**src/hdl/focr_defs.vh**
```
// constants for the fast overcurrent reaction block
`ifndef FOCR_DEFS_VH
`define FOCR_DEFS_VH
`define FOCR_CMD_TIMING      8'hC8
`define FOCR_CMD_REACTION    8'hCA
`define FOCR_CMD_THRESHOLD   8'hD1
`define FOCR_TIMING_RST      8'h00
`define FOCR_REACTION_RST    8'h00
`define FOCR_THRESHOLD_RST   16'hFFFF
`define FOCR_RESP_MSB        7
`define FOCR_RESP_LSB        6
`define FOCR_RETRY_MSB       5
`define FOCR_RETRY_LSB       3
`define FOCR_DELAY_MSB       2
`define FOCR_DELAY_LSB       0
`define FOCR_IOUT_UNIT_MSB   3
`define FOCR_IOUT_UNIT_LSB   2
`define FOCR_RESP_LIMIT      2'h0
`define FOCR_RETRY_NONE      3'h0
`define FOCR_RETRY_FOREVER   3'h7
`define FOCR_UNIT_1MS        16'h0001
`define FOCR_UNIT_4MS        16'h0004
`define FOCR_UNIT_16MS       16'h0010
`define FOCR_UNIT_256MS      16'h0100
`define FOCR_CLK_HZ          20000000
`define FOCR_MS_PER_S        1000
`define FOCR_CYC_PER_MS      (`FOCR_CLK_HZ / `FOCR_MS_PER_S)
`endif

```
**src/hdl/focr_fast_oc_reaction.v**
```verilog
// fast overcurrent fault reaction: limiting phase, retries and shutdown latch
`include "focr_defs.vh"

module focr_fast_oc_reaction #(
	parameter CYC_PER_MS = `FOCR_CYC_PER_MS
) (
	input  wire        sys_clk_in,
	input  wire        nrst_in,
	input  wire        wr_en_in,
	input  wire [7:0]  wr_cmd_in,
	input  wire [15:0] wr_data_in,
	input  wire [7:0]  rd_cmd_in,
	input  wire [15:0] iout_amps_in,
	input  wire        fault_clear_in,
	output reg  [15:0] rd_data_out,
	output reg         output_enable_out,
	output reg         current_limit_out,
	output reg         oc_fast_fault_out,
	output reg         host_alert_out,
	output reg         latched_off_out
);
	localparam [3:0] ST_RUN   = 4'h1;
	localparam [3:0] ST_LIMIT = 4'h2;
	localparam [3:0] ST_WAIT  = 4'h4;
	localparam [3:0] ST_LATCH = 4'h8;

	wire [7:0]  timing_reg;
	wire [7:0]  reaction_reg;
	wire [15:0] threshold_reg;

	reg [3:0]  state_reg;
	reg [3:0]  state_next;
	reg [2:0]  attempts_reg;
	reg [2:0]  attempts_next;
	reg [31:0] div_reg;
	reg [15:0] ms_reg;
	reg [15:0] unit_ms;
	reg        restart_timer;

	wire [1:0]  resp_code  = reaction_reg[`FOCR_RESP_MSB:`FOCR_RESP_LSB];
	wire [2:0]  retry_set  = reaction_reg[`FOCR_RETRY_MSB:`FOCR_RETRY_LSB];
	wire [2:0]  delay_code = reaction_reg[`FOCR_DELAY_MSB:`FOCR_DELAY_LSB];
	wire        over_limit = (iout_amps_in > threshold_reg);
	wire [15:0] target_ms  = unit_ms << delay_code;
	wire        ms_tick    = (div_reg == CYC_PER_MS - 1);
	wire        timer_done = ms_tick && (ms_reg == target_ms - 16'h0001);
	wire        fault_evt  = (state_reg == ST_RUN) && over_limit;

	// host-writable configuration registers, 8-bit ones take the low byte
	focr_cfg_reg #(
		.WIDTH (8),
		.CMD   (`FOCR_CMD_TIMING),
		.RST   (`FOCR_TIMING_RST)
	) i_timing_cfg (
		.sys_clk_in (sys_clk_in),
		.nrst_in    (nrst_in),
		.wr_en_in   (wr_en_in),
		.wr_cmd_in  (wr_cmd_in),
		.wr_data_in (wr_data_in[7:0]),
		.value_out  (timing_reg)
	);

	focr_cfg_reg #(
		.WIDTH (8),
		.CMD   (`FOCR_CMD_REACTION),
		.RST   (`FOCR_REACTION_RST)
	) i_reaction_cfg (
		.sys_clk_in (sys_clk_in),
		.nrst_in    (nrst_in),
		.wr_en_in   (wr_en_in),
		.wr_cmd_in  (wr_cmd_in),
		.wr_data_in (wr_data_in[7:0]),
		.value_out  (reaction_reg)
	);

	focr_cfg_reg #(
		.WIDTH (16),
		.CMD   (`FOCR_CMD_THRESHOLD),
		.RST   (`FOCR_THRESHOLD_RST)
	) i_threshold_cfg (
		.sys_clk_in (sys_clk_in),
		.nrst_in    (nrst_in),
		.wr_en_in   (wr_en_in),
		.wr_cmd_in  (wr_cmd_in),
		.wr_data_in (wr_data_in),
		.value_out  (threshold_reg)
	);

	// unit length from the fault timing register
	always @* begin
		case (timing_reg[`FOCR_IOUT_UNIT_MSB:`FOCR_IOUT_UNIT_LSB])
			2'h0:    unit_ms = `FOCR_UNIT_1MS;
			2'h1:    unit_ms = `FOCR_UNIT_4MS;
			2'h2:    unit_ms = `FOCR_UNIT_16MS;
			default: unit_ms = `FOCR_UNIT_256MS;
		endcase
	end

	always @* begin
		state_next    = state_reg;
		attempts_next = attempts_reg;
		restart_timer = 1'b0;
		case (state_reg)
			ST_RUN: begin
				if (over_limit) begin
					restart_timer = 1'b1;
					if (resp_code == `FOCR_RESP_LIMIT) begin
						state_next = ST_LIMIT;
					end else if (retry_set == `FOCR_RETRY_NONE) begin
						state_next = ST_LATCH;
					end else if (retry_set == `FOCR_RETRY_FOREVER || attempts_reg < retry_set) begin
						state_next = ST_WAIT;
					end else begin
						state_next = ST_LATCH;
					end
				end
			end
			ST_LIMIT: begin
				if (timer_done) begin
					restart_timer = 1'b1;
					if (!over_limit) begin
						state_next = ST_RUN;
					end else if (retry_set == `FOCR_RETRY_NONE) begin
						state_next = ST_LATCH;
					end else if (retry_set == `FOCR_RETRY_FOREVER) begin
						state_next = ST_WAIT;
					end else if (attempts_reg < retry_set) begin
						state_next = ST_WAIT;
					end else begin
						state_next = ST_LATCH;
					end
				end
			end
			ST_WAIT: begin
				if (timer_done) begin
					state_next = ST_RUN;
					if (retry_set != `FOCR_RETRY_FOREVER) begin
						attempts_next = attempts_reg + 3'h1;
					end
				end
			end
			ST_LATCH: begin
				state_next = ST_LATCH;
			end
			default: begin
				state_next = ST_RUN;
			end
		endcase
		if (fault_clear_in) begin
			attempts_next = 3'h0;
			if (state_reg == ST_LATCH || state_reg == ST_WAIT) begin
				state_next = ST_RUN;
			end
		end
	end

	always @(posedge sys_clk_in) begin
		if (!nrst_in) begin
			state_reg         <= ST_RUN;
			attempts_reg      <= 3'h0;
			div_reg           <= 32'h0;
			ms_reg            <= 16'h0;
			rd_data_out       <= 16'h0;
			output_enable_out <= 1'b1;
			current_limit_out <= 1'b0;
			oc_fast_fault_out <= 1'b0;
			host_alert_out    <= 1'b0;
			latched_off_out   <= 1'b0;
		end else begin
			case (rd_cmd_in)
				`FOCR_CMD_TIMING:    rd_data_out <= {8'h00, timing_reg};
				`FOCR_CMD_REACTION:  rd_data_out <= {8'h00, reaction_reg};
				`FOCR_CMD_THRESHOLD: rd_data_out <= threshold_reg;
				default:             rd_data_out <= 16'h0000;
			endcase
			state_reg    <= state_next;
			attempts_reg <= attempts_next;
			// millisecond timer, restarted on every phase entry
			if (restart_timer || !(state_reg == ST_LIMIT || state_reg == ST_WAIT)) begin
				div_reg <= 32'h0;
				ms_reg  <= 16'h0;
			end else if (ms_tick) begin
				div_reg <= 32'h0;
				ms_reg  <= ms_reg + 16'h0001;
			end else begin
				div_reg <= div_reg + 32'h1;
			end
			// set wins over clear
			if (fault_evt) begin
				oc_fast_fault_out <= 1'b1;
				host_alert_out    <= 1'b1;
			end else if (fault_clear_in) begin
				oc_fast_fault_out <= 1'b0;
				host_alert_out    <= 1'b0;
			end
			output_enable_out <= (state_next == ST_RUN) || (state_next == ST_LIMIT);
			current_limit_out <= (state_next == ST_LIMIT);
			latched_off_out   <= (state_next == ST_LATCH);
		end
	end
endmodule // focr_fast_oc_reaction

// one write-decoded configuration register, reset to its own value
module focr_cfg_reg #(
	parameter             WIDTH = 8,
	parameter [7:0]       CMD   = 8'h00,
	parameter [WIDTH-1:0] RST   = {WIDTH{1'h0}}
) (
	input  wire             sys_clk_in,
	input  wire             nrst_in,
	input  wire             wr_en_in,
	input  wire [7:0]       wr_cmd_in,
	input  wire [WIDTH-1:0] wr_data_in,
	output reg  [WIDTH-1:0] value_out
);
	always @(posedge sys_clk_in) begin
		if (!nrst_in) begin
			value_out <= RST;
		end else if (wr_en_in && (wr_cmd_in == CMD)) begin
			value_out <= wr_data_in;
		end
	end
endmodule // focr_cfg_reg

```
**config.mk**
```make
export PLATFORM = sky130hd
export DESIGN_NAME = focr_fast_oc_reaction
export DESIGN_NICKNAME = d
export VERILOG_FILES = /design/src/hdl/focr_fast_oc_reaction.v
export VERILOG_INCLUDE_DIRS = /design/src /design/src/hdl
export SDC_FILE = /design/constraint.sdc
export NUM_CORES = 1
export LEC_CHECK = 0
export ABC_AREA = 0
export BUFFER_PORTS_ARGS = -buffer_cell sky130_fd_sc_hd__buf_2
export CAP_MARGIN = 10
export CORE_MARGIN = 5
export CORE_UTILIZATION = 42
export CTS_BUF_LIST = sky130_fd_sc_hd__clkbuf_8
export CTS_CLUSTER_DIAMETER = 80
export DETAILED_ROUTE_END_ITERATION = 6
export GPL_TIMING_DRIVEN = 0
export SLEW_MARGIN = 20
export SYNTH_ARGS = -nofsm -noshare
export SYNTH_HDL_FRONTEND = slang
export SYNTH_SLANG_ARGS = --single-unit
```
**constraint.sdc**
```tcl
create_clock -name sys_clk_in -period 8.47 [get_ports sys_clk_in]
set_input_delay 0.847 -clock sys_clk_in [delete_from_list [all_inputs] [get_ports sys_clk_in]]
set_output_delay 0.847 -clock sys_clk_in [all_outputs]
set_load 0.02 [all_outputs]
```
-- Word level (Yosys, flattened, before mapping)
Index checks and enable logic that the tools add are counted.
- output and inout bits: 21
- logic and storage cells: 78
- input bits: 52
- register bits after elaboration: 107
- equal/unequal tests: 19
- shifts and indexed selects: 1
- reduce and logical (&&, ||, !) cells: 19
- $lt $le $gt $ge: 2
- bitwise gates (word level): 1
- mux-type cells: 20
- $add $sub $neg: 4
- operators by type and width (operator ; number):
    $eq A8 B8 Y1 const B ; 6
    $mux W4 ; 12
    $pmux W16 S3 ; 1
    $add A32 B1 Y32 const B ; 1
    $eq A32 B15 Y1 const B ; 1
    $pmux W9 S3 ; 1
    $add A16 B1 Y16 const B ; 1
    $eq A16 B16 Y1 ; 1
    $gt A16 B16 Y1 ; 1
    $pmux W4 S4 ; 1
    $shl A16 B3 Y16 ; 1
    $sub A16 B1 Y16 const B ; 1
    $eq A4 B1 Y1 const B ; 2
    $eq A4 B2 Y1 const B ; 2
    $eq A4 B4 Y1 const B ; 2
    $logic_and A1 B1 Y1 ; 5
    $logic_or A1 B1 Y1 ; 5
    $eq A4 B3 Y1 const B ; 1
    $logic_not A2 Y1 ; 2
    $mux W1 ; 4
    $reduce_or A2 Y1 ; 2
    $add A3 B1 Y3 const B ; 1
    $eq A3 B3 Y1 const B ; 1
    $logic_not A3 Y1 ; 1
    10 further kinds ; 10

-- Depth between registers and ports, before layout
Gate-level depths: netlist of the first run.
- word-level depth: 12
- mapped depth: 16

-- Hierarchy
A second synthesis of the first run with hierarchy kept.
- cell total of the unflattened synthesis: 713
- area, all modules: 6033.3 um^2
- modules (own cells, without submodules) (module ; times used ; area each (um^2) ; cells an instance):
    focr_fast_oc_reaction ; 1 ; 4555.6 ; 543
    focr_cfg_reg (i_threshold_cfg) ; 1 ; 779.5 ; 94
    focr_cfg_reg (i_reaction_cfg) ; 1 ; 350.3 ; 38
    focr_cfg_reg (i_timing_cfg) ; 1 ; 347.8 ; 38

-- Worst setup path after synthesis of the first run
OpenSTA, ideal clock, no wires.
- path type: flip-flop to flip-flop
- from: register i_timing_cfg.value_out[2]
- to: register ms_reg[0]
- buffers on the path: 5
- clock period less this slack: 3.330 ns
- setup slack: 5.140 ns
- arrival: 3.215 ns
- stages on the path, launching flop included: 17
- path through: dfxtp_1 buf_2 buf_2 nor4_1 nand2b_1 ha_1 clkbuf_1 nor4b_1 a32o_1 a221oi_1 a2111oi_0 nand4_2 o21a_1 o21ai_2 buf_6 buf_6 nor2_1
- word-level cells in the longest chain between the ends: 10
- elaborated cells between the ends (all ways): 12
- classes of those cells: add/sub: 1; eq/ne: 3; shift: 1; mux: 3; reduce/logical: 4
- ends and longest elaborated chain (element ; RTL line ; source):
    from (decl) ; focr_fast_oc_reaction.v:214 ; output reg [WIDTH-1:0] value_out
    from (signal assigned) ; focr_fast_oc_reaction.v:220 ; value_out <= wr_data_in;
    $eq A2 B2 Y1, or another cell as far along ; focr_fast_oc_reaction.v:91 ; case (timing_reg[`FOCR_IOUT_UNIT_MSB:`FOCR_IOUT_UNIT_LSB])
    $pmux W9 S3 * ; focr_fast_oc_reaction.v:91 ;
    $shl A16 B3 Y16 * ; focr_fast_oc_reaction.v:44 ; wire [15:0] target_ms = unit_ms << delay_code;
    $sub A16 B1 Y16 * ; focr_fast_oc_reaction.v:46 ; wire timer_done = ms_tick && (ms_reg == target_ms - 16'h0001);
    $eq A16 B16 Y1 * ; focr_fast_oc_reaction.v:46 ;
    $logic_and A1 B1 Y1 * ; focr_fast_oc_reaction.v:46 ;
    $mux W1 * ; focr_fast_oc_reaction.v:119 ; if (timer_done) begin
    $pmux W1 S2 * ; focr_fast_oc_reaction.v:103 ; case (state_reg)
    $logic_or A1 B1 Y1 * ; focr_fast_oc_reaction.v:179 ; if (restart_timer || !(state_reg == ST_LIMIT || state_reg == ST_WAIT)) begin
    $reduce_or A2 Y1 (no source line) * ; - ;
    to (signal assigned) ; focr_fast_oc_reaction.v:184 ; ms_reg <= ms_reg + 16'h0001;
    to (decl) ; focr_fast_oc_reaction.v:36 ; reg [15:0] ms_reg;
Every way passes the cells marked *; elsewhere a longest branch is shown, timed or not.
A chain may end at the register's enable or synchronous reset.

-- Worst setup path after layout of the first run
- from: register i_reaction_cfg.value_out[0]
- to: register div_reg[17]
- word-level cells in the longest chain between the ends: 8
- ends and longest elaborated chain (element ; RTL line ; source):
    from (decl) ; focr_fast_oc_reaction.v:214 ;
    from (signal assigned) ; focr_fast_oc_reaction.v:220 ;
    $shl A16 B3 Y16 ; focr_fast_oc_reaction.v:44 ;
    $sub A16 B1 Y16 ; focr_fast_oc_reaction.v:46 ;
    $eq A16 B16 Y1 ; focr_fast_oc_reaction.v:46 ;
    $logic_and A1 B1 Y1 ; focr_fast_oc_reaction.v:46 ;
    $mux W1 ; focr_fast_oc_reaction.v:119 ;
    $pmux W1 S2 ; focr_fast_oc_reaction.v:103 ;
    $logic_or A1 B1 Y1 ; focr_fast_oc_reaction.v:179 ;
    $reduce_or A3 Y1 (no source line) ; - ;
    to (signal assigned) ; focr_fast_oc_reaction.v:186 ; div_reg <= div_reg + 32'h1;
    to (decl) ; focr_fast_oc_reaction.v:35 ; reg [31:0] div_reg;
Every way passes these cells.

==> results by stage, run 1 <==
Worst setup path:
- Traced cell by cell, the critical path runs through clkbuf_1 -> clkbuf_1 -> nand2b_1 -> ha_1 -> clkbuf_1 -> xor2_1 -> a2bb2oi_1 -> o211ai_1 -> a2111oi_0 -> nand4_2 -> o21a_1 -> o21ai_2 -> buf_6 -> buf_6 -> nor2_1.
- The critical path is of the flop to flop type.
- The cell occurring most often along the worst timing path is sky130_fd_sc_hd__clkbuf_1.
- On the critical path, the stage with the largest delay is an instance of sky130_fd_sc_hd__a2111oi_0.
- The critical path launch point type is a flop.
- The number of buffers and inverters on the critical path is 5.
- For this run, the slowest stage of the critical path takes approximately 0.7 ns.
- The top fanout value on the critical path is 10.
- STA puts the critical path data required time at 8.75 ns.
- The kind of cell with the highest combined delay along the critical path is buffers and inverters.
- At the worst endpoint, the arrival time is ~4.7 ns.
- The kind of capture point of the worst setup path is a flop.

STA:
- The clock arrives with between 0.008 and 0.009 ns of skew.
- Static timing analysis puts the maximum clock frequency at ~0.23 GHz.
- Setup total negative slack on the finished layout was measured at 0 ns.
- The final count of pins violating max slew is 0.
- Setup repair after global routing left no endpoint under its margin.
- The number of hold-slack violations in the final timing report is 0.
- The clock period could shrink to 4.43 ns.
- Setup slack closes at 4.04 ns.
- The period utilization is 0.523.
- For the pin with the worst max-slew slack, the measured transition is roughly 0.95 ns.
- Hold is met by approximately 0.46 ns.
- The worst slew slack as a fraction of its limit is 0.355.
- Setup violations remaining at the end of the flow were counted as 0.

Clock tree:
- The number of clock buffers inserted by TritonCTS is 9.
- The clock drives 107 sinks.
- The number of buffers inserted by post-CTS setup repair is 0.
- The library cell used as clock root buffer is sky130_fd_sc_hd__clkbuf_8.
- The clock tree synthesis step divided the H-tree into 3 levels.
- The cts-stage hold buffer count is 0.
- The maximum count of clock buffers along a single path is 2.
- TritonCTS built the clock tree.
- The clock transition at the registers of the reported paths is about 0.10 ns.
- After clock tree synthesis, the repair step resized 0 gates.
- For the worst-skew pair, the clock arrives at the later sink with an insertion delay of approximately 0.38 ns.

Final layout:
- In the final layout, the share of cells above drive strength 1 is 0.164.
- The net total in the final layout is roughly 800.
- The finished layout holds approximately 910 standard cells, fillers aside.
- The repair_antennas step left the layout with diodes totalling 0.
- The final standard cell utilization of the core is 0.484.
- The fill cell instance count of the final layout is approximately 1300.
- The design area is approximately 6400 um^2.
- The register with the most flip-flops in the layout has 32 of them.
- Compared with the post-synthesis result, the final layout area differs by 13.8%.

Drt:
- The count of nets left with antenna violations once routing finished came out at 0.
- After detailed routing, the number of remaining DRC violations is 0.
- The number of iterations in the first detailed-routing pass is 4.
- The routed via count divided by cell count is roughly 5.2.
- The number of DRC violations after detailed-routing iteration 0 is roughly 290.
- The total length of routed wires is roughly 13 mm.
- The total number of vias is 4728.
- After detailed routing, the average wire length per cell comes to about 15 um.

Logic synthesis:
- The sequential element share of the synthesized area is 0.382.
- The cell count after synthesis came out at roughly 650.
- The fraction of registers with async set/reset is 0.
- Counting flops and latches in the post-synthesis netlist gives around 110.
- The largest total area in the synthesized netlist belongs to sky130_fd_sc_hd__dfxtp_1.
- Ranked by total cell area, the synthesized netlist is headed by sky130_fd_sc_hd__dfxtp_1 (38%), sky130_fd_sc_hd__xnor2_1 (5.8%), sky130_fd_sc_hd__ha_1 (4.9%).
- The synthesized design contains 0 enable-type register cells.
- The distinct cell type count after synthesis is 62.
- The net count of the mapped netlist is 719.
- The Yosys step of the flow raised 0 warnings.
- The share of the synthesized area in the top cell type is 0.382.
- The average instance in the mapped netlist occupies 8.70 um^2.
- Among all flip-flop cells after synthesis, the most frequent one is sky130_fd_sc_hd__dfxtp_1.
- The netlist area before placement is between 5000 and 6000 um^2.

Placement:
- The congestion estimate from routability-driven global placement came to around 0.88.
- The post-detailed-placement cell area is between 6000 and 7000 um^2.
- Timing analysis after detailed placement gives a worst setup slack of around 4.1 ns.
- The HPWL after detailed placement is just over 10 mm.
- The number of I/O port buffers is 71.
- The post-placement cell count is just under 900.

Run:
- Across the run, the number of max-cap violations was 0.

Global routing:
- The initial antenna violation count is 0.
- In the global route stage, overall resource usage came out at 0.171.
- After global routing the overflow that remains totals 0.
- Entering global routing, the biggest net connects 20 pins.
- The wire length of the first global-routing pass is approximately 23 mm.
- The via count of the first global-routing pass came to 4778.

Power and ir drop:
- The power per unit of standard cell area is roughly 130 nW/um^2.
- The total power is around 0.83 mW.
- The highest ir drop seen on vdd is ~0.080 mV.
- The analysis attributes to cell leakage a power of around 2.4 nW.

Floorplan:
- The floorplan step defined a die boundary enclosing 15800 um^2.
- The count of standard-cell rows is 42.
- The floorplan step set the die height to around 130 um.
- Pin placement for this block handled 73 I/O pins.
- In this run the standard cell core region covers 13200 um^2.
- For this configuration, the core starts out at a cell density of 0.426.
- The die is approximately 130 um wide.

Worst hold path:
- The class of the tightest hold or removal check is flop to flop.

Outcome:
- The flow ran to the end, and the final reports show no timing, DRC or antenna violations.
[cell families after synthesis]
group / count (synthesis) / share of synthesized area
XOR/XNOR: 62 / 0.0967
AND/OR/NAND/NOR: 276 / 0.261
buffers and inverters: 62 / 0.0477
flip-flops: 107 / 0.382
adder cells (fa/ha/maj): 22 / 0.0490
AO/OA/AOI/OAI: 89 / 0.114
multiplexers: 27 / 0.0499
[cell usage in the layout, fill, tap and decap left out, types with 18 or more instances in the layout]
| cell | Yosys | routed |
|---|---|---|
| sky130_fd_sc_hd__nor2b_1 | 26 | 26 |
| sky130_fd_sc_hd__xor2_1 | 25 | 25 |
| sky130_fd_sc_hd__nand3_1 | 23 | 23 |
| sky130_fd_sc_hd__and3_1 | 19 | 19 |
| sky130_fd_sc_hd__ha_1 | 22 | 22 |
| sky130_fd_sc_hd__clkbuf_1 | 26 | 26 |
| sky130_fd_sc_hd__xnor2_1 | 37 | 37 |
| sky130_fd_sc_hd__nand2_1 | 49 | 49 |
| sky130_fd_sc_hd__o211ai_1 | 22 | 22 |
| sky130_fd_sc_hd__mux2i_1 | 19 | 19 |
| sky130_fd_sc_hd__dfxtp_1 | 107 | 107 |
| sky130_fd_sc_hd__nor2_1 | 69 | 69 |
| sky130_fd_sc_hd__inv_1 | 25 | 25 |
| sky130_fd_sc_hd__nor3_1 | 18 | 18 |
| sky130_fd_sc_hd__buf_2 | 7 | 78 |
[synthesized netlist by cell type (all sizes together), types with 8 or more instances]
library cell	n
a21oi	9
a22oi	8
and3	19
buf	11
clkbuf	26
dfxtp	107
ha	22
inv	25
mux2	8
mux2i	19
nand2	49
nand2b	9
nand3	23
nand4	15
nor2	69
nor2b	26
nor3	19
nor4	9
nor4b	9
o211ai	22
o21ai	11
xnor2	37
xor2	25
[final cells by class]
class,instances,area (um^2),share of cell area
clock buffers,9,124,0.0194
flip-flops and latches,107,2140,0.335
clock inverters,7,58.8,0.00921
repair buffers,71,355,0.0556
inverters,25,93.8,0.0147
well taps,176,220,0.0345
plain buffers,37,174,0.0272
multi-input cells,476,3220,0.504
[report_power, final]
group	internal, mW	total [mW]	switching [mW]
combinational	0.0159	0.0333	0.0174
sequential	0.503	0.503	0.000257
clock	0.112	0.298	0.185
[worst paths after layout]
| path | from | to | slack [ns] | cells after the start |
|---|---|---|---|---|
| setup reg to reg | i_reaction_cfg.value_out[0]$_SDFFE_PN0P_ | div_reg[17]$_SDFF_PP0_ | 4.04 | 15 |
| hold reg to reg | div_reg[0]$_SDFF_PP0_ | div_reg[0]$_SDFF_PP0_ | 0.46 | 1 |
| hold / removal | div_reg[0]$_SDFF_PP0_ | div_reg[0]$_SDFF_PP0_ | 0.46 | 1 |
| setup / recovery | i_reaction_cfg.value_out[0]$_SDFFE_PN0P_ | div_reg[17]$_SDFF_PP0_ | 4.04 | 15 |
[metal layers]
metal | vias to the layer above | track usage | share of wire
met1 | 2183 | 0.209 | 0.46
met3 | 22 | 0.0436 | 0.046
li1 | 2424 | - | -
met4 | 0 | 0.0555 | 0.020
met5 | - | 0 | 0
met2 | 99 | 0.296 | 0.48
Note: power is estimated with default switching activity, not from simulation.
==> run 2: changes to the inputs <==
- ABC_AREA: 0 -> 1
- clock period: 8.47 -> 4.3 ns (I/O delays scaled with it)
==> run 2 against run 1 <==
Area after synthesis grew 12%. Wire length grew 14%. First-iteration DRC count grew 12%. Global-route usage grew 0.19 points. Clock power grew 130%. Cell area grew 11%. Hold slack lost 0.21 ns. Cell count grew 30%. Core utilization grew 0.082 points.
==> results by stage, run 2 <==
Global routing:
- The maximum number of pins on one net before global-route repair is 20 (unchanged).
- The initial antenna violation count is 0 (unchanged).
- The overall overflow remaining after global route came to 0 (unchanged).
- The wire length of the first global-routing pass is 25.4 mm (+13%).
- The global-route usage over all layers is 0.173 (+0.00188).
- The via count of the first global-routing pass is 5515 (+15%).

Final layout:
- The final instance count without filler cells was 1180 (+30%).
- The design area was 7080 um^2 (+11%).
- The fill cell instance count of the final layout was 1545 (+20%).
- The relative area change from synthesis to final layout is 12.9%.
- Leaving out fill and tap cells, the most frequent cell in the layout is sky130_fd_sc_hd__nand2_1.
- The flip-flop count of the largest register after layout is 32 (unchanged).
- The count of antenna diodes in the layout came to 0 (unchanged).
- Leaving out fill and tap cells, the most frequent cells in the layout are sky130_fd_sc_hd__nand2_1 (211), sky130_fd_sc_hd__inv_1 (110), sky130_fd_sc_hd__dfxtp_1 (107).
- The fraction of layout instances using a drive strength above 1 is 0.156 (-0.00831).
- The net total in the final layout is 1065 (+33%).

Clock tree:
- The cell sitting at the root of the clock tree is a sky130_fd_sc_hd__clkbuf_8.
- The post-cts repair resize count is 0 (unchanged).
- TritonCTS built the clock tree.
- The insertion delay to the later sink of the worst-skew pair is 0.39 ns (about the same).
- The number of H-tree branching levels is 3 (unchanged).
- The maximum count of clock buffers along a single path is 2 (unchanged).
- The clock sink total is 107 (unchanged).
- The clock transition at the registers of the reported paths is 0.11 ns (about the same).
- The number of buffers inserted by post-CTS setup repair is 0 (unchanged).
- The cts-stage hold buffer count is 0 (unchanged).
- The number of clock buffers inserted by TritonCTS is 9 (unchanged).

Placement:
- The number of I/O port buffers is 72 (+1.4%).
- The worst-case setup slack after placement is 1.41 ns (-2.72 ns).
- The post-detailed-placement cell area is 6860 um^2 (+11%).
- The routability-driven placement congestion ratio was 0.854 (-3.1%).
- The post-placement cell count is 1164 (+30%).
- The HPWL after detailed placement is 11.9 mm (+17%).

STA:
- The worst clock skew was 0.0106 ns (+0.00223 ns).
- The number of endpoints failing setup at the final stage is 0 (unchanged).
- The maximum achievable frequency is 0.344 GHz (+52%).
- Setup repair after global routing left no endpoint under its margin.
- The final count of pins violating max slew is 0 (unchanged).
- The shortest period the worst path allows is 2.91 ns (-1.52 ns).
- The period utilization is 0.676 (+0.153).
- The final worst setup slack is 1.39 ns (-2.65 ns).
- The number of hold-slack violations in the final timing report is 0 (unchanged).
- The total negative slack for setup checks is 0 ns (unchanged).
- The worst slew slack as a fraction of its limit is 0.586 (+0.231).
- The pin slew with the least headroom to its limit was 0.616 ns (-0.337 ns).

Floorplan:
- The die boundary width is 132 um (+5.2%).
- The area enclosed by the die boundary is 17500 um^2 (+11%).
- The starting density of the core was 0.430 (+0.00387).
- The count of standard-cell rows is 44 (+4.8%).
- The chip height was 132 um (+5.2%).
- The core area is 14600 um^2 (+11%).
- The count of pins on the block boundary is 73 (unchanged).

Drt:
- The number of nets still failing antenna checks after routing is 0 (unchanged).
- The number of iterations in the first detailed-routing pass is 5 (+1).
- The total length of routed wires is 15.1 mm (+14%).
- The routed via count divided by cell count is 4.98 (-4.3%).
- The remaining design rule violation count was 0 (unchanged).
- The total number of vias is 5880 (+24%).
- The number of DRC violations after detailed-routing iteration 0 is 329 (+12%).
- The wire length per cell is 12.8 um (-12%).

Worst setup path:
- The register-to-register path setup slack is 1.39 ns (-2.65 ns).
- The number of buffers and inverters on the critical path is 2 (-3).
- The critical path goes through buf_4 -> nor2_4 -> nand4_2 -> ha_1 -> xnor2_1 -> nand3b_1 -> nand2_1 -> nand3_1 -> nor2_1 -> nand2_1 -> nor2_1 -> nand3_2 -> nor2_8 -> nand2_2 -> nand3_2 -> buf_6 -> a21oi_1.
- The length in cells of the worst reg-to-reg path is 17 (+2).
- The top cell family by delay on the critical path is simple AND/OR/NAND/NOR gates.
- The critical path's largest stage delay is 0.31 ns (-0.41 ns).
- The required time of the critical path is 4.57 ns (-4.18 ns).
- The worst setup path is captured at a flop.
- STA classifies the critical path startpoint as a flop.
- The top fanout value on the critical path is 10 (unchanged).
- The cell depth of the worst setup path was 17 (+2).
- The worst setup path category is flop to flop.
- For this design, the slowest cell found on the critical path is sky130_fd_sc_hd__dfxtp_1.
- The data arrival at the endpoint of the critical path came to 3.18 ns (-1.53 ns).

Logic synthesis:
- Among all flip-flop cells after synthesis, the most frequent one is sky130_fd_sc_hd__dfxtp_1.
- The distinct cell type count after synthesis is 50 (-19%).
- The net count of the mapped netlist came to 982 (+37%).
- After synthesis, the cell types taking the most area are sky130_fd_sc_hd__dfxtp_1 (34%), sky130_fd_sc_hd__nand2_1 (13%), sky130_fd_sc_hd__inv_1 (6.6%).
- The post-synthesis sequential element count was 107 (unchanged).
- The netlist area before placement was 6270 um^2 (+12%).
- The share of the synthesized area in the top cell type is 0.342 (-0.0397).
- The number of warning messages in the yosys log is 0 (unchanged).
- The post-synthesis instance total came to 908 (+41%).
- The commonest cells after synthesis are sky130_fd_sc_hd__nand2_1 (211), sky130_fd_sc_hd__inv_1 (110), sky130_fd_sc_hd__dfxtp_1 (107).
- The per-instance average area after synthesis is 6.90 um^2 (-21%).
- Yosys instantiated no cell more often than sky130_fd_sc_hd__nand2_1.
- The number of enable-type register cells in the synthesized netlist was 0 (unchanged).
- The cell type with the largest total area after synthesis is sky130_fd_sc_hd__dfxtp_1.
- The fraction of registers with async set/reset is 0 (unchanged).
- The sequential element share of the synthesized area is 0.342 (-0.0397).

Worst hold path:
- The number of stages on the worst hold path is 3 (+2).
- The class of the tightest hold or removal check is input pin to flop.

Outcome:
- The flow ran to the end, and the final reports show no timing, DRC or antenna violations.

Power and ir drop:
- The highest ir drop seen on vdd was 0.256 mV (+220%).
- The total power is 1.74 mW (+110%).
- The power per unit of standard cell area is 246 nW/um^2 (+88%).
- The leakage power is 3.02 nW (+27%).

Run:
- The number of maximum-capacitance constraint violations is 0 (unchanged).
==> run 2: changes by cell type after synthesis, sizes merged, moves of 32 or more <==
| cell | previous run | this run |
|---|---|---|
| nand2 | 49 | 218 |
| inv | 25 | 119 |
| nand3 | 23 | 70 |
| nor2 | 69 | 109 |
| a21oi | 9 | 48 |
| xnor2 | 37 | 5 |
==> run 2: through the flow <==
step / hold WS [ns] / util
CTS: 0.220 / 0.485
global placement: 0.444 / 0.470
detailed placement: 0.446 / 0.470
global route: 0.236 / 0.485
finish: 0.248 / 0.485
floorplan: 0.429 / -
==> run 2: cell type report <==
class                   count  area [um^2]  area share
well taps                 184          230      0.0325
multi-input cells         653         3490       0.493
clock buffers              10          138      0.0194
inverters                 121          454      0.0642
plain buffers              27          178      0.0251
flip-flops and latches    107         2140       0.303
clock inverters             6         82.6      0.0117
repair buffers             72          360      0.0509
==> run 2: per-layer routing <==
layer / wire (um) / track usage / up-vias
met5: 0 / 0 / -
met4: 124 / 0.0326 / 0
met3: 517 / 0.0378 / 10
met2: 6800 / 0.276 / 73
met1: 7630 / 0.244 / 2637
li1: - / - / 3160
==> run 2: report_power, final <==
part           internal (mW)  leakage [nW]  switching (mW)
sequential             0.991         0.862        0.000466
combinational         0.0293          2.04          0.0417
clock                  0.298         0.108           0.378
==> run 2: kinds of logic (layout without fill, tap and decap cells) <==
group / Yosys count / in the layout / synth area share
compound gates: 114 / 114 / 0.106
xor+xnor: 20 / 20 / 0.0280
fa+ha+maj: 22 / 22 / 0.0439
buf+inv: 148 / 236 / 0.101
flops: 107 / 107 / 0.342
simple gates: 497 / 497 / 0.380
==> run 2: final timing paths <==
check / endpoint / start
worst min-delay path: i_threshold_cfg.value_out[9]$_SDFFE_PN1P_ / wr_data_in[9]
worst max-delay path: ms_reg[11]$_SDFFE_PP0P_ / i_timing_cfg.value_out[2]$_SDFFE_PN0P_
worst max register to register: ms_reg[11]$_SDFFE_PP0P_ / i_timing_cfg.value_out[2]$_SDFFE_PN0P_
worst min register to register: i_timing_cfg.value_out[5]$_SDFFE_PN0P_ / i_timing_cfg.value_out[5]$_SDFFE_PN0P_
==> run 2: worst reg2reg max path, cell delays in order (launching register included) <==
cell and delay [ns]:
sky130_fd_sc_hd__dfxtp_1 0.31, sky130_fd_sc_hd__buf_4 0.17, sky130_fd_sc_hd__nor2_4 0.22, sky130_fd_sc_hd__nand4_2 0.15
sky130_fd_sc_hd__ha_1 0.27, sky130_fd_sc_hd__xnor2_1 0.14, sky130_fd_sc_hd__nand3b_1 0.16, sky130_fd_sc_hd__nand2_1 0.07
sky130_fd_sc_hd__nand3_1 0.07, sky130_fd_sc_hd__nor2_1 0.15, sky130_fd_sc_hd__nand2_1 0.07, sky130_fd_sc_hd__nor2_1 0.11
sky130_fd_sc_hd__nand3_2 0.18, sky130_fd_sc_hd__nor2_8 0.19, sky130_fd_sc_hd__nand2_2 0.10, sky130_fd_sc_hd__nand3_2 0.20
sky130_fd_sc_hd__buf_6 0.18, sky130_fd_sc_hd__a21oi_1 0.05
==> run 3: changes to the inputs <==
- ABC_AREA: 1 -> 0
- clock period: 4.3 -> 2.7 ns (I/O delays scaled with it)
==> run 3 against run 2 <==
The run now ends with negative setup slack left. Clock skew shrank 0.00053 ns. Count of clock-buffer cells in the layout decreased by 1. Wire length is 4.7% lower. Register-to-register slack worse by 2.0 ns. Combinational power grew 52%. Core utilization grew 5.6 points. Largest cell class unchanged. Largest power group unchanged. Highest routed layer unchanged.
==> results by stage, run 3 (same netlist as run 1, synthesis figures left out) <==
Outcome:
- The flow ran to the end, but the final reports show violations.
- The final reports fail on negative setup slack.

Global routing:
- The initial antenna violation count is 0 (unchanged).
- The wire length of the first global-routing pass was 24.2 mm (-4.8%).
- The via count of the first global-routing pass came to 5101 (-7.5%).
- The overall overflow remaining after global route is 0 (unchanged).
- The global-route usage over all layers is 0.186 (+0.0123).
- The maximum number of pins on one net before global-route repair is 18 (-10%).

Final layout:
- The design area came to 7130 um^2 (+0.81%).
- The fill cell instance count of the final layout was 1228 (-21%).
- The leading cell type in the layout, fill and taps excluded is sky130_fd_sc_hd__dfxtp_1.
- The net total in the final layout is 825 (-23%).
- The final instance count without filler cells was 931 (-21%).
- The final standard cell utilization of the core was 0.541 (+0.0558).
- The area occupied by registers is 2150 um^2 (+0.41%).
- The relative area change from synthesis to final layout is 27.1%.
- The count of antenna diodes in the layout is 0 (unchanged).
- The top cell types in the final layout, fill and taps aside, are sky130_fd_sc_hd__dfxtp_1 (104), sky130_fd_sc_hd__buf_2 (73), sky130_fd_sc_hd__nand2_1 (49).
- The combined area of the multi-input logic cells is 3560 um^2 (+1.9%).
- The flip-flop count of the largest register after layout came to 32 (unchanged).
- The fraction of layout instances using a drive strength above 1 is 0.272 (+0.116).

Floorplan:
- The chip height came to 126 um (-4.9%).
- The count of standard-cell rows is 42 (-4.5%).
- The die boundary width came to 126 um (-4.9%).
- The starting density of the core is 0.426 (-0.00387).
- The area enclosed by the die boundary came to 15800 um^2 (-9.6%).
- The count of pins on the block boundary is 73 (unchanged).
- The core area is 13200 um^2 (-9.6%).

Worst setup path:
- The endpoint of the worst-slack reg-to-reg timing path is div_reg[9]$_SDFF_PP0_.
- The worst setup path is captured at a flop.
- The data arrival at the endpoint of the critical path was 3.56 ns (+0.38 ns).
- The end point of the critical path is div_reg[9]$_SDFF_PP0_.
- Tracing the worst setup path back leads to its startpoint at i_timing_cfg.value_out[3]$_SDFFE_PN0P_.
- The length in cells of the worst reg-to-reg path is 16 (-1).
- The worst setup path category is flop to flop.
- The required time of the critical path came to 2.94 ns (-1.63 ns).
- The critical path launch point type is a flop.
- In this run the critical register-to-register path is launched from i_timing_cfg.value_out[3]$_SDFFE_PN0P_.
- The register-to-register path setup slack came to -0.62 ns (-2.01 ns).
- The top fanout value on the critical path is 5 (-5).

Run:
- The number of maximum-capacitance constraint violations was 0 (unchanged).

Drt:
- The wire length per cell is 15.4 um (+21%).
- The routed via count divided by cell count is 5.30 (+6.3%).
- The remaining design rule violation count is 0 (unchanged).
- The total number of vias is 4930 (-16%).
- The number of iterations in the first detailed-routing pass was 4 (-1).
- The number of nets still failing antenna checks after routing is 0 (unchanged).
- The total length of routed wires is 14.4 mm (-4.7%).
- The number of DRC violations after detailed-routing iteration 0 is 191 (-42%).

Clock tree:
- The number of clock buffers inserted by TritonCTS is 9 (unchanged).
- The insertion delay to the later sink of the worst-skew pair was 0.39 ns (about the same).
- CTS placed an instance of sky130_fd_sc_hd__clkbuf_8 at the clock tree root.
- The clock transition at the registers of the reported paths was 0.10 ns (about the same).
- The TritonCTS clock tree is yes.
- The maximum count of clock buffers along a single path came to 2 (unchanged).
- The number of H-tree branching levels is 3 (unchanged).
- The clock sink total is 107 (unchanged).
- The cts-stage hold buffer count was 0 (unchanged).

Power and ir drop:
- The total power is 2.76 mW (+59%).
- The power per unit of standard cell area is 387 nW/um^2 (+57%).
- The highest ir drop seen on vdd is 0.304 mV (+19%).
- The leakage power came to 2.61 nW (-13%).

Placement:
- The HPWL after detailed placement was 10.5 mm (-12%).
- The post-detailed-placement cell area is 6270 um^2 (-8.5%).
- The routability-driven placement congestion ratio is 0.901 (+5.5%).
- The number of I/O port buffers is 71 (-1.4%).
- The post-placement cell count is 892 (-23%).

STA:
- The maximum achievable frequency is 0.301 GHz (-12%).
- The number of endpoints failing setup at the final stage is 58 (+58).
- Setup repair after global routing could not meet its margin everywhere.
- The number of hold-slack violations in the final timing report is 0 (unchanged).
- The pin slew with the least headroom to its limit is 0.973 ns (+0.357 ns).
- The total negative slack for setup checks came to -30.88 ns (-30.88 ns).
- The shortest period the worst path allows is 3.32 ns (+0.414 ns).
- The final count of pins violating max slew came to 0 (unchanged).
- The period utilization is 1.23 (+0.554).
- The worst slew slack as a fraction of its limit is 0.351 (-0.235).
- The worst clock skew is 0.0100 ns (-0.000533 ns).
- The final worst setup slack was -0.622 ns (-2.01 ns).

Worst hold path:
- The class of the tightest hold or removal check is input pin to flop.
==> run 3: cell types whose count changed in the layout (fill, tap and decap cells not counted), moves of 26 or more <==
| cell | delta |
|---|---|
| sky130_fd_sc_hd__a21oi_1 | -40 |
| sky130_fd_sc_hd__nor2_1 | -61 |
| sky130_fd_sc_hd__nand2_1 | -162 |
| sky130_fd_sc_hd__inv_1 | -85 |
| sky130_fd_sc_hd__xnor2_1 | +30 |
| sky130_fd_sc_hd__nand3_1 | -40 |
| sky130_fd_sc_hd__nor2b_1 | +26 |
==> run 3: power by group <==
group          switching [mW]  total [mW]  internal (mW)
Clock                   0.555        1.08          0.521
Sequential           0.000835        1.58           1.58
Combinational          0.0560       0.108         0.0515
==> run 3: layer usage <==
metal  up-vias  global-route usage  part of all wire  wire length (um)
met5         -                   0                 0                 0
met4         0              0.0695             0.024               342
met3        24              0.0343             0.037               532
met2        97               0.323              0.50              7110
met1      2329               0.228              0.44              6380
li1       2480                   -                 -                 -
==> run 3: cell type report <==
type / count / area share
Buffer: 33 / 0.0281
Clock buffer: 9 / 0.0174
Clock inverter: 6 / 0.0126
Inverter: 25 / 0.0132
Multi-Input combinational cell: 476 / 0.499
Sequential cell: 107 / 0.301
Tap cell: 176 / 0.0309
Timing Repair Buffer: 99 / 0.0977
==> run 3: how the worst min path moves through the flow <==
stage                                startpoint                                         end  slack, ns  cells past startpoint
final                            wr_data_in[12]  i_threshold_cfg.value_out[12]$_SDFFE_PN1P_       0.11                      3
after global routing             wr_data_in[12]  i_threshold_cfg.value_out[12]$_SDFFE_PN1P_       0.09                      3
after CTS                        wr_data_in[12]  i_threshold_cfg.value_out[12]$_SDFFE_PN1P_       0.09                      3
after detailed placement  div_reg[0]$_SDFF_PP0_                       div_reg[0]$_SDFF_PP0_       0.45                      1
after global placement    div_reg[0]$_SDFF_PP0_                       div_reg[0]$_SDFF_PP0_       0.45                      1
after floorplan                   wr_data_in[0]   i_threshold_cfg.value_out[0]$_SDFFE_PN1P_       0.40                      2
==> run 3: worst max-delay path, cell delays in order, from the launching register on <==
cell	delay, ns
sky130_fd_sc_hd__dfxtp_4	0.36
sky130_fd_sc_hd__buf_6	0.12
sky130_fd_sc_hd__nor4_4	0.31
sky130_fd_sc_hd__nand2_1	0.10
sky130_fd_sc_hd__ha_2	0.23
sky130_fd_sc_hd__buf_8	0.14
sky130_fd_sc_hd__xnor2_4	0.14
sky130_fd_sc_hd__nor4_2	0.22
sky130_fd_sc_hd__o211ai_1	0.17
sky130_fd_sc_hd__a2111oi_2	0.29
sky130_fd_sc_hd__nand4_2	0.22
sky130_fd_sc_hd__o21a_1	0.26
sky130_fd_sc_hd__o21ai_2	0.19
sky130_fd_sc_hd__buf_6	0.19
sky130_fd_sc_hd__buf_12	0.12
sky130_fd_sc_hd__buf_6	0.09
sky130_fd_sc_hd__nor3_4	0.03
==> run 3: what timing repair did <==
| item | 4_1_cts | 5_1_grt |
|---|---|---|
| cloned | 5 | 1 |
| pin swaps | 21 | 14 |
| setup buffers | 22 | 3 |
| setup endpoints to repair | 58 | 58 |
| resized for setup | 54 | 61 |
==> run 3: through the flow <==
step           hold WS, ns  worst slack (ns)
2_1_floorplan        0.398            -0.354
3_3_place_gp         0.445            -0.938
3_5_place_dp         0.447            -0.920
4_1_cts             0.0859            -0.624
5_1_grt             0.0908            -0.810
6_report             0.115            -0.622
